[config.mk]
export PLATFORM = sky130hd
export DESIGN_NAME = tmz_timer0
export DESIGN_NICKNAME = d
export VERILOG_FILES = /design/src/hw/tmz_pkg.sv /design/src/hw/tmz_tick_if.sv /design/src/hw/tmz_event_sync.sv /design/src/hw/tmz_prescaler.sv /design/src/hw/tmz_timer0.sv
export VERILOG_INCLUDE_DIRS = /design/src /design/src/hw
export SDC_FILE = /design/constraint.sdc
export NUM_CORES = 1
export LEC_CHECK = 0
export BUFFER_PORTS_ARGS = -buffer_cell sky130_fd_sc_hd__buf_4
export CORE_MARGIN = 4
export CORE_UTILIZATION = 35
export CTS_CLUSTER_DIAMETER = 200
export DETAILED_ROUTE_END_ITERATION = 8
export PLACE_DENSITY = 0.59
export SLEW_MARGIN = 20
export SYNTH_ARGS = -nofsm -noshare
export SYNTH_HDL_FRONTEND = slang
export SYNTH_SLANG_ARGS = --single-unit
[constraint.sdc]
create_clock -name clk_i -period 4.28 [get_ports clk_i]
set_clock_uncertainty 0.05 [all_clocks]
set_input_delay 0.642 -clock clk_i [delete_from_list [all_inputs] [get_ports clk_i]]
set_output_delay 0.642 -clock clk_i [all_outputs]
set_load 0.05 [all_outputs]
[src/hw/tmz_defines.svh]
// register map, field positions, reset values and divider constants of the timer
// assumes: included by bare name from the design files of this block
`ifndef TMZ_DEFINES_SVH
`define TMZ_DEFINES_SVH

// ***************************************************************
// register indices (byte address is four times the index)
// ***************************************************************
`define TMZ_IDX_W 8
`define TMZ_IDX_CLOCK_WAKE 8'hD8
`define TMZ_IDX_MODE 8'hDA
`define TMZ_IDX_COUNT 8'hDB
`define TMZ_IDX_RELOAD 8'hCD
`define TMZ_IDX_STATUS 8'hDC

// ***************************************************************
// mode register fields
// ***************************************************************
`define TMZ_MODE_PWM 0
`define TMZ_MODE_BUZ 1
`define TMZ_MODE_ALOAD 2
`define TMZ_MODE_SRC 3
`define TMZ_MODE_RATE_LO 4
`define TMZ_MODE_RATE_HI 6
`define TMZ_MODE_RUN 7
`define TMZ_MODE_RESET 8'h00

// ***************************************************************
// clock/wake register and status fields
// ***************************************************************
`define TMZ_CW_GREEN 1
`define TMZ_CW_FAST 2
`define TMZ_CW_OTHER 3
`define TMZ_CW_RESET 8'h00
`define TMZ_ST_OVF 0
`define TMZ_ST_PIN_IRQ 1
`define TMZ_COUNT_RESET 8'h00
`define TMZ_RELOAD_RESET 8'h00

// ***************************************************************
// overflow boundary masks
// ***************************************************************
`define TMZ_MASK_256 8'hFF
`define TMZ_MASK_64 8'h3F
`define TMZ_MASK_32 8'h1F
`define TMZ_MASK_16 8'h0F

// ***************************************************************
// prescaler: divisors in oscillator clocks at rate code 000
// ***************************************************************
`define TMZ_PRE_W 10
`define TMZ_PRE_FAST_MASK 10'h07F
`define TMZ_PRE_SLOW_MASK 10'h3FF

`endif

[src/hw/tmz_pkg.sv]
// shared types of the timer block
// assumes: compiled before every other file of the block
package tmz_pkg;
    typedef logic [7:0] tmz_byte_t;
    typedef logic [2:0] tmz_rate_t;
endpackage

[src/hw/tmz_tick_if.sv]
// count-tick carrier between the timer core, its prescaler and its event input stage
// assumes: one clock domain, all signals driven from flip-flops of the owning module
`timescale 1ns/1ps
`default_nettype none
interface tmz_tick_if;
    logic fast_sel;
    tmz_pkg::tmz_rate_t rate;
    logic int_tick;
    logic event_fall;
    logic event_level;
    modport presc (input fast_sel, input rate, output int_tick);
    modport evt (output event_fall, output event_level);
    modport core (output fast_sel, output rate, input int_tick, input event_fall, input event_level);
endinterface
`default_nettype wire

[src/hw/tmz_event_sync.sv]
// external event pin stage: synchroniser and falling-edge detector
// assumes: the pin is asynchronous to clk_i
`timescale 1ns/1ps
`default_nettype none
module tmz_event_sync
(
    input wire logic clk_i,
    input wire logic rst_b_i,
    input wire logic pin_i,
    tmz_tick_if.evt evt
);
    logic s1_q;
    logic s2_q;
    logic s3_q;
    logic agree;

    // a change counts only once the second and third stages agree
    assign agree = (s2_q == s3_q);

    // first stage feeds only the second; reset level high so no false edge
    always_ff @(posedge clk_i)
    begin
        if (!rst_b_i)
        begin
            s1_q <= 1'b1;
            s2_q <= 1'b1;
            s3_q <= 1'b1;
            evt.event_level <= 1'b1;
            evt.event_fall <= 1'b0;
        end
        else
        begin
            s1_q <= pin_i;
            s2_q <= s1_q;
            s3_q <= s2_q;
            if (agree)
            begin
                evt.event_level <= s3_q;
            end
            evt.event_fall <= agree && evt.event_level && !s3_q;
        end
    end
endmodule
`default_nettype wire

[src/hw/tmz_prescaler.sv]
// internal count-tick generator: oscillator or instruction clock through the rate divider
// assumes: clk_i is the oscillator clock; the instruction clock is it divided by eight
`timescale 1ns/1ps
`default_nettype none
`include "tmz_defines.svh"
module tmz_prescaler
(
    input wire logic clk_i,
    input wire logic rst_b_i,
    tmz_tick_if.presc tick
);
    logic [`TMZ_PRE_W-1:0] div_q;
    logic [`TMZ_PRE_W-1:0] div_d;
    logic [`TMZ_PRE_W-1:0] base_mask;
    logic [`TMZ_PRE_W-1:0] sel_mask;
    logic tick_d;

    // divisor halves with each rate step; the fast clock runs eight times quicker
    assign base_mask = tick.fast_sel ? `TMZ_PRE_FAST_MASK : `TMZ_PRE_SLOW_MASK;
    assign sel_mask = base_mask >> tick.rate;
    assign div_d = div_q + 10'h001;
    assign tick_d = ((div_q & sel_mask) == sel_mask);

    // free-running divider; tick is one oscillator cycle wide
    always_ff @(posedge clk_i)
    begin
        if (!rst_b_i)
        begin
            div_q <= '0;
            tick.int_tick <= 1'b0;
        end
        else
        begin
            div_q <= div_d;
            tick.int_tick <= tick_d;
        end
    end
endmodule
`default_nettype wire

[src/hw/tmz_timer0.sv]
// timer 0: 8-bit up counter with prescaler, event counting, reload, buzzer and pwm
// assumes: apb slave with 32-bit data, clk_i is the oscillator clock, sync active-low reset
//
// Our own choice: register access over APB.
`timescale 1ns/1ps
`default_nettype none
`include "tmz_defines.svh"

// Behaviour
// - mode bit0 routes pwm onto pin
// - mode bit1 buzzer toggles pin per overflow, boundary select in pwm
// - mode bit2 auto-reload, boundary select in pwm
// - bits 6:4 halve divisor per code step
// - mode bit7 runs or holds counter
// - event mode keeps pin irq flag zero
// - green wake enable gates overflow wake
// - fast select picks oscillator over instruction clock
// - event mode ignores fast select and prescaler
// - overflow sets sticky flag, software clears
// - overflow reloads count from reload: bit2 set without pwm, or pwm on event pin
// - boundary 256 outside narrowed pwm cases
// - pwm, reload off, buzzer on: 64
// - pwm, reload on, buzzer off: 32
// - pwm, reload and buzzer on: 16
// - one count per tick, full-scale wraps to zero
// - event mode counts falling pin edges
// - reload writes held until next overflow, passed on at once while stopped
// - pwm low at reload match, high at overflow
module tmz_timer0
(
    input wire logic clk_i,
    input wire logic rst_b_i,
    input wire logic psel,
    input wire logic penable,
    input wire logic pwrite,
    input wire logic [9:0] paddr,
    input wire logic [31:0] pwdata,
    output logic [31:0] prdata,
    output logic pready,
    output logic pslverr,
    input wire logic event_pin_i,
    input wire logic green_mode_i,
    output logic pin_timer_sel_o,
    output logic pin_level_o,
    output logic overflow_flag_o,
    output logic event_pin_irq_flag_o,
    output logic green_wake_o
);
    // ***************************************************************
    // sub-blocks
    // ***************************************************************
    tmz_tick_if tick_bus();

    tmz_prescaler u_presc
    (
        .clk_i(clk_i),
        .rst_b_i(rst_b_i),
        .tick(tick_bus)
    );

    tmz_event_sync u_evt
    (
        .clk_i(clk_i),
        .rst_b_i(rst_b_i),
        .pin_i(event_pin_i),
        .evt(tick_bus)
    );

    // ***************************************************************
    // registers
    // ***************************************************************
    tmz_pkg::tmz_byte_t mode_q;
    tmz_pkg::tmz_byte_t clock_wake_q;
    tmz_pkg::tmz_byte_t count_q;
    tmz_pkg::tmz_byte_t count_d;
    tmz_pkg::tmz_byte_t reload_hold_q;
    tmz_pkg::tmz_byte_t reload_act_q;
    logic buz_level_q;
    logic pwm_level_q;
    tmz_pkg::tmz_byte_t rd_mux;

    // ***************************************************************
    // mode decode
    // ***************************************************************
    logic run_en;
    logic pwm_en;
    logic buz_bit;
    logic aload_bit;
    logic src_ext;
    logic buz_en;
    logic reload_en;
    logic pwm_active;

    assign run_en = mode_q[`TMZ_MODE_RUN];
    assign pwm_en = mode_q[`TMZ_MODE_PWM];
    assign buz_bit = mode_q[`TMZ_MODE_BUZ];
    assign aload_bit = mode_q[`TMZ_MODE_ALOAD];
    assign src_ext = mode_q[`TMZ_MODE_SRC];
    assign buz_en = buz_bit && !pwm_en;
    assign pwm_active = pwm_en && !src_ext;
    // pwm always reloads its duty; otherwise the reload bit decides
    assign reload_en = pwm_en ? 1'b1 : aload_bit;

    // prescaler steering; ignored entirely while counting events
    assign tick_bus.fast_sel = clock_wake_q[`TMZ_CW_FAST];
    assign tick_bus.rate = mode_q[`TMZ_MODE_RATE_HI:`TMZ_MODE_RATE_LO];

    // ***************************************************************
    // count tick and overflow boundary
    // ***************************************************************
    logic count_tick;
    tmz_pkg::tmz_byte_t bound_mask;
    logic at_full;
    logic overflow;
    tmz_pkg::tmz_byte_t count_inc;

    // external source uses pin edges only, never the prescaler
    assign count_tick = run_en && (src_ext ? tick_bus.event_fall : tick_bus.int_tick);

    // boundary: narrowed only in pwm with the internal clock
    assign bound_mask = !pwm_active ? `TMZ_MASK_256 :
                        (!aload_bit && !buz_bit) ? `TMZ_MASK_256 :
                        (!aload_bit && buz_bit) ? `TMZ_MASK_64 :
                        (aload_bit && !buz_bit) ? `TMZ_MASK_32 :
                        `TMZ_MASK_16;

    assign at_full = ((count_q & bound_mask) == bound_mask);
    assign overflow = count_tick && at_full;
    assign count_inc = count_q + 8'h01;

    // ***************************************************************
    // apb decode
    // ***************************************************************
    logic setup_ph;
    logic access_done;
    logic wr_done;
    logic [`TMZ_IDX_W-1:0] idx;
    logic addr_ok;
    logic sel_cw;
    logic sel_mode;
    logic sel_count;
    logic sel_reload;
    logic sel_status;

    assign setup_ph = psel && !penable;
    assign access_done = psel && penable && pready;
    assign idx = paddr[9:2];
    assign sel_cw = (idx == `TMZ_IDX_CLOCK_WAKE);
    assign sel_mode = (idx == `TMZ_IDX_MODE);
    assign sel_count = (idx == `TMZ_IDX_COUNT);
    assign sel_reload = (idx == `TMZ_IDX_RELOAD);
    assign sel_status = (idx == `TMZ_IDX_STATUS);
    assign addr_ok = (paddr[1:0] == 2'b00) && (sel_cw || sel_mode || sel_count || sel_reload || sel_status);
    assign wr_done = access_done && pwrite && addr_ok;

    // read mux; reload is write-only so it reads zero
    assign rd_mux = sel_cw ? clock_wake_q :
                    sel_mode ? mode_q :
                    sel_count ? count_q :
                    sel_status ? {6'h00, event_pin_irq_flag_o, overflow_flag_o} :
                    8'h00;

    // ***************************************************************
    // apb response: one-cycle access phase, no wait states
    // ***************************************************************
    always_ff @(posedge clk_i)
    begin
        if (!rst_b_i)
        begin
            pready <= 1'b0;
            pslverr <= 1'b0;
            prdata <= 32'h0000_0000;
        end
        else
        begin
            pready <= setup_ph;
            pslverr <= setup_ph && !addr_ok; // unmapped or misaligned
            if (setup_ph)
            begin
                prdata <= {24'h00_0000, rd_mux};
            end
        end
    end

    // ***************************************************************
    // configuration registers
    // ***************************************************************
    // run enable lives in the same byte; software sets it last
    always_ff @(posedge clk_i)
    begin
        if (!rst_b_i)
        begin
            mode_q <= `TMZ_MODE_RESET;
            clock_wake_q <= `TMZ_CW_RESET;
        end
        else
        begin
            if (wr_done && sel_mode)
            begin
                mode_q <= pwdata[7:0];
            end
            if (wr_done && sel_cw)
            begin
                clock_wake_q <= {4'h0, pwdata[`TMZ_CW_OTHER:`TMZ_CW_GREEN], 1'b0};
            end
        end
    end

    // ***************************************************************
    // counter and reload double buffer
    // ***************************************************************
    // software write wins over a tick in the same cycle
    always_comb
    begin
        count_d = count_q;
        if (wr_done && sel_count)
        begin
            count_d = pwdata[7:0];
        end
        else if (overflow)
        begin
            if (pwm_active)
            begin
                count_d = 8'h00; // pwm period restarts, reload holds the duty
            end
            else if (reload_en)
            begin
                count_d = reload_hold_q;
            end
            else
            begin
                count_d = 8'h00;
            end
        end
        else if (count_tick)
        begin
            count_d = count_inc;
        end
    end

    always_ff @(posedge clk_i)
    begin
        if (!rst_b_i)
        begin
            count_q <= `TMZ_COUNT_RESET;
        end
        else
        begin
            count_q <= count_d;
        end
    end

    // new reload value waits in the hold buffer for an overflow, or passes on each cycle while stopped
    always_ff @(posedge clk_i)
    begin
        if (!rst_b_i)
        begin
            reload_hold_q <= `TMZ_RELOAD_RESET;
            reload_act_q <= `TMZ_RELOAD_RESET;
        end
        else
        begin
            if (wr_done && sel_reload)
            begin
                reload_hold_q <= pwdata[7:0];
            end
            if (overflow || !run_en)
            begin
                reload_act_q <= reload_hold_q;
            end
        end
    end

    // ***************************************************************
    // status flags: hardware set beats software clear
    // ***************************************************************
    logic clr_ovf;
    logic clr_pin;
    logic pin_irq_set;

    // writing zero to a flag clears it, writing one leaves it
    assign clr_ovf = wr_done && sel_status && !pwdata[`TMZ_ST_OVF];
    assign clr_pin = wr_done && sel_status && !pwdata[`TMZ_ST_PIN_IRQ];
    assign pin_irq_set = tick_bus.event_fall && !src_ext;

    always_ff @(posedge clk_i)
    begin
        if (!rst_b_i)
        begin
            overflow_flag_o <= 1'b0;
            event_pin_irq_flag_o <= 1'b0;
        end
        else
        begin
            overflow_flag_o <= overflow || (overflow_flag_o && !clr_ovf);
            // event mode keeps the pin interrupt silent and the flag at zero
            event_pin_irq_flag_o <= !src_ext && (pin_irq_set || (event_pin_irq_flag_o && !clr_pin));
        end
    end

    // ***************************************************************
    // green mode wake and shared pin
    // ***************************************************************
    // wake is a one-cycle pulse; only asked for while in green mode
    always_ff @(posedge clk_i)
    begin
        if (!rst_b_i)
        begin
            green_wake_o <= 1'b0;
        end
        else
        begin
            green_wake_o <= overflow && green_mode_i && clock_wake_q[`TMZ_CW_GREEN];
        end
    end

    // buzzer toggles on each overflow, so it runs at half the overflow rate
    always_ff @(posedge clk_i)
    begin
        if (!rst_b_i)
        begin
            buz_level_q <= 1'b0;
        end
        else if (!buz_en)
        begin
            buz_level_q <= 1'b0;
        end
        else if (overflow)
        begin
            buz_level_q <= !buz_level_q;
        end
    end

    // pwm: high from overflow until the count meets the duty value
    always_ff @(posedge clk_i)
    begin
        if (!rst_b_i)
        begin
            pwm_level_q <= 1'b1;
        end
        else if (!pwm_en || !run_en)
        begin
            pwm_level_q <= 1'b1;
        end
        else if (overflow)
        begin
            pwm_level_q <= 1'b1;
        end
        else if (count_tick && ((count_d & bound_mask) == (reload_act_q & bound_mask)))
        begin
            pwm_level_q <= 1'b0;
        end
    end

    // pin is general i/o unless pwm or buzzer owns it
    always_ff @(posedge clk_i)
    begin
        if (!rst_b_i)
        begin
            pin_timer_sel_o <= 1'b0;
            pin_level_o <= 1'b0;
        end
        else
        begin
            pin_timer_sel_o <= pwm_en || buz_en;
            pin_level_o <= pwm_en ? (pwm_level_q || !run_en) : buz_level_q;
        end
    end
endmodule
`default_nettype wire

**Word level (Yosys, flattened, before mapping)**

Cells that the tools add are included.

- Output and inout port bits: 39
- Flip-flop bits (word level): 68

- Eq/ne operators: 9
- Shift-type cells: 1
- Bitwise gates (word level): 5
- Reductions and logical operators: 56
- $add $sub $neg: 2
- Multiplexer cells: 17

Operators by type and width:

| cell | count |
|---|---|
| 2-to-1 mux 8 bit | 10 |
| == test 8 bit (second input constant) | 5 |
| logical AND 1 bit | 30 |
| AND 8 bit | 3 |
| == test 8 bit | 2 |
| logical NOT 1 bit | 13 |
| adder 10 x 1 -> 10 bit (second input constant) | 1 |
| AND 10 bit | 1 |
| == test 10 bit | 1 |
| logical OR 1 bit | 10 |
| 2-to-1 mux 10 bit | 1 |
| >> shifter 10 x 3 -> 10 bit | 1 |
| adder 8 x 1 -> 8 bit (second input constant) | 1 |
| 2-to-1 mux 6 bit | 1 |
| 2-to-1 mux 5 bit | 1 |
| 2-to-1 mux 1 bit | 3 |
| OR reduction 3 bit | 1 |
| logical NOT 2 bit | 1 |
| 2-to-1 mux 2 bit | 1 |
| AND reduction 2 bit | 1 |
| == test 1 bit | 1 |
| inverter 1 bit | 1 |

**Depth between registers and ports, before layout**

- Word-level depth: 14
- Depth in mapped cells: 10
- Mapped depth without buffers: 9

**By module**

Synthesis repeated with hierarchy kept, for this count alone.

- Cell total of the unflattened synthesis: 412
- Area total of the unflattened synthesis: 3563.4 µm²

By module, submodules not included:

| module | seq. area each (µm²) | cells each | instances | area each (µm²) |
|---|---|---|---|---|
| tmz_timer0 | 1041.0 | 333 | 1 | 2826.5 |
| tmz_prescaler | 220.2 | 67 | 1 | 584.3 |
| tmz_event_sync | 100.1 | 12 | 1 | 152.6 |

**Worst setup path before layout**

No wires, ideal clock.

- Kind: reg2reg
- From: reg mode_q[3]
- To: reg pwm_level_q
- Cell stages (with the launch flop): 9
- Path slack: 1.643 ns
- Path buffers: 0
- Period minus slack after synthesis: 2.637 ns
- Library setup time: 0.126 ns
- Arrival time: 2.461 ns
- Cells stage by stage: dfxtp_1 > mux2i_2 > nor2_8 > o21ai_4 > mux2_4 > a221o_1 > a211o_1 > a2111oi_2 > a21oi_1

- Longest elaborated chain between the ends: 11

RTL lines:

| item | line | text |
|---|---|---|
| start: declaration | tmz_timer0.sv:72 | `tmz_pkg::tmz_byte_t mode_q;` |
| start signal: assignment | tmz_timer0.sv:193 | `` mode_q <= `TMZ_MODE_RESET; `` |
| start signal: assignment | tmz_timer0.sv:200 | `mode_q <= pwdata[7:0];` |
| logical NOT 1 bit | tmz_timer0.sv:100 | `assign pwm_active = pwm_en && !src_ext;` |
| logical AND 1 bit | tmz_timer0.sv:100 |  |
| 2-to-1 mux 8 bit (no line) | n/a |  |
| AND 8 bit | tmz_timer0.sv:127 | `assign at_full = ((count_q & bound_mask) == bound_mask);` |
| == test 8 bit | tmz_timer0.sv:127 |  |
| logical AND 1 bit | tmz_timer0.sv:128 | `assign overflow = count_tick && at_full;` |
| 2-to-1 mux 8 bit | tmz_timer0.sv:220 | `else if (overflow)` |
| 2-to-1 mux 8 bit | tmz_timer0.sv:216 | `if (wr_done && sel_count)` |
| AND 8 bit | tmz_timer0.sv:349 | `else if (count_tick && ((count_d & bound_mask) == (reload_act_q & bound_mask)))` |
| == test 8 bit | tmz_timer0.sv:349 |  |
| logical AND 1 bit | tmz_timer0.sv:349 |  |
| end signal: assignment | tmz_timer0.sv:343 | `pwm_level_q <= 1'b1;` |
| end signal: assignment | tmz_timer0.sv:347 | `pwm_level_q <= 1'b1;` |
| end signal: assignment | tmz_timer0.sv:351 | `pwm_level_q <= 1'b0;` |
| end: declaration | tmz_timer0.sv:79 | `logic pwm_level_q;` |

Several ways; a longest one is shown, not always the timed one.
A chain may end at the register's enable or synchronous reset.

**Worst setup path in the final report**

Ends and elaborated chain as after synthesis.

==> impl_metrics.csv <==
group,metric,value,unit
placement,portBuffers,39,
floorplanning,die_h,111,um
placement,dpl.hpwl,6460,um
floorplanning,core_area,10400,um2
finish,final_util,40.8,%
global_routing,antenna_found_initial,0,
finish,nNetsFinal,488,
timing,setup_tns,0,ns
synth,yosysTopAreaCell,"dfxtp_1",
critical_path,crit_chain,"mux2i_2 -> nor2_8 -> o21ai_4 -> mux2_4 -> a221o_1 -> a211o_1 -> a2111oi_2 -> a21oi_1",
synth,netlist_top_cells_count,"68 x dfxtp_1, 37 x mux2i_1, 37 x nor2b_1",
synth,synth_ff_type,"dfxtp_1",
clock_tree,cts_htree_levels,3,
clock_tree,cts_sinks,68,
synth,ys_types,68,
clock_tree,ctsResizeCount,0,
timing,finalCriticalPeriod,3.05,ns
floorplanning,die_w,111,um
floorplanning,io_pins,88,
global_routing,grt.total_usage,14.4,%
floorplanning,die_area,12400,um2
global_routing,first_global_vias,2840,
synth,yosysSeqAreaShare,36.5,%
synth,syn_area,3730,um2
global_routing,gr-total-overflow,0,
power,ir_worst_vdd,0.000136,V
status,status,"finished clean",
critical_path,crit_type,"reg2reg",
timing,timing.hold.ws,0.364,ns
critical_path,max_stage_delay,0.63,ns
floorplanning,initial_utilization,36.0,%
synth,synth_most_common_cell,"dfxtp_1",
synth,synth_edf_count,0,
timing,rsz0062_at_grt,"false",
clock_tree,cts_tree,"built",
routing,initialDrtViolationCount,129,
synth,ys_ff_latch,68,
timing,tightest_slew,0.765,ns
critical_path,endpoint_kind,"register",
finish,antenna_cells,0,
timing,hold_violations,0,
finish,drive_gt1_share,16.7,%
min_path,hp-class,"reg2reg",
global_routing,grt_first_pass_wirelength,14500,um
routing,via_count,2949,
finish,stdcell_area,4230,um2
routing,antenna_left,0,
finish,fillerInstances,1074,
critical_path,cp_max_fo,8,
clock_tree,cts_made_buffers,9,
job,drv_cap,0,
critical_path,cp_data_arrival_time,3.24,ns
critical_path,reg2reg_slack,1.23,ns
routing,drt_wl_total,8860,um
critical_path,slowest_stage,"mux2i_2",
critical_path,required,4.47,ns
timing,final-setup-viol-count,0,
synth,async_flop_share,0,%
clock_tree,root_buffer,"clkbuf_8",
routing,wl_per_cell,15.3,um
routing,drc,0,
finish,areaGrowthSynthToFinish,13.6,%
global_routing,grt_max_degree,67,
synth,synth.area.top_cells,"dfxtp_1 37%, mux2i_1 9.9%, nor2b_1 6.2%",
synth,syn_avg_cell_area,9.07,um2
power,total_power,1.37,mW
min_path,hold_depth,1,
clock_tree,clk_pin_slew,0.09,ns
timing,finalCritPeriodShare,71.3,%
critical_path,r2r_cells,8,
power,power.density,324,nW/um2
routing,via_per_inst,5.10,
clock_tree,clkLatencyLatePin,0.35,ns
floorplanning,rows,37,
clock_tree,cts_setup_buffers,0,
critical_path,cp.depth,8,
clock_tree,cts_max_path_buffers,2,
timing,slew_headroom,48.8,%
critical_path,cp_top_family,"compound AO/OA/AOI/OAI gates",
placement,dpl-instance-area,4000,um2
power,leakagePower,1.68,nW
critical_path,start_kind,"register",
timing,fmax,328,MHz
synth,syn_inst,411,
synth,post-synth-top-area-fraction,36.5,%
placement,place.gp.congestion,0.832,
timing,final_max_slew_viol_count,0,
synth,yosysWarnings,0,
routing,firstDrtPassIters,4,
critical_path,critPathBufInv,0,
clock_tree,cts_hold_buf,0,
==> layout make-up <==
| class | instances | area (um2) | share of cell area (%) |
|---|---|---|---|
| sequential | 68 | 1360 | 32.2 |
| clock buffer | 10 | 138 | 3.25 |
| clock inverter | 6 | 93.8 | 2.22 |
| tap | 136 | 170 | 4.02 |
| timing repair buffer | 40 | 300 | 7.09 |
| inverter | 2 | 7.51 | 0.177 |
| multi-input combinational | 316 | 2160 | 51.1 |
==> sequential cells by signal (all words and copies together) (netlist names), 3 cells and up <==
register / count
clock_wake_q: 3
count_q: 8
reload_act_q: 8
reload_hold_q: 8
mode_q: 8
u_presc.div_q: 10
prdata: 8
==> kinds of logic (layout without fill, tap and decap cells) <==
kind of cell    count (synthesis)  in the layout  share of synthesized area (%)
simple gates                  157            157                           24.9
compound gates                 69             69                           13.3
flops                          68             68                           36.5
buf+inv                        50             58                           7.79
mux                            42             42                           11.6
xor+xnor                       22             22                           5.17
fa+ha+maj                       2              2                          0.671
other cells                     1             24                          0.101
==> report_power, final <==
group | total, mW | switching, mW | internal, mW
combinational | 0.118 | 0.0851 | 0.0326
sequential | 0.642 | 0.00484 | 0.638
clock | 0.613 | 0.264 | 0.349
total | 1.37 | 0.354 | 1.02
==> layer usage <==
metal | vias to the layer above | wire length, um | track usage (%)
met4 | 0 | 197 | 4.46
met3 | 14 | 498 | 3.93
li1 | 1457 | - | -
met2 | 72 | 4190 | 23.5
met5 | - | 0 | 0
met1 | 1406 | 3980 | 18.5
==> path summary, 6_finish.rpt <==
check	from	endpoint
hold reg to reg	u_evt.s3_q$_SDFF_PN1_	u_evt.evt.event_fall$_SDFF_PN0_
setup / recovery	mode_q[3]$_SDFFE_PN0P_	pwm_level_q$_SDFFE_PP1P_
setup reg to reg	mode_q[3]$_SDFFE_PN0P_	pwm_level_q$_SDFFE_PP1P_
hold / removal	u_evt.s3_q$_SDFF_PN1_	u_evt.evt.event_fall$_SDFF_PN0_
==> through the flow <==
stage	cells	setup slack [ns]
floorplan	434	1.64
global route	578	1.13
global placement	562	1.25
finish	578	1.23
detailed placement	562	1.23
CTS	578	1.22
==> cell usage in the layout (no fill, tap or decap), types with 3 or more instances in the layout <==
master,Yosys,final
nor2_1,16,16
xnor2_1,16,16
nor2b_1,37,37
nand4_1,6,6
and2_1,12,12
nor3_1,14,14
buf_4,24,40
conb_1,1,24
nand2_1,28,28
nor3b_1,6,6
xor2_1,6,6
o21ai_0,12,12
nand3_1,9,9
o211a_1,4,4
clkbuf_8,0,10
a31oi_1,5,5
mux2i_1,37,37
nand2b_1,7,7
mux2_2,3,3
dfxtp_1,68,68
o21a_1,4,4
a21oi_1,16,16
and3_1,3,3
Power figures use the tool's default switching activity.
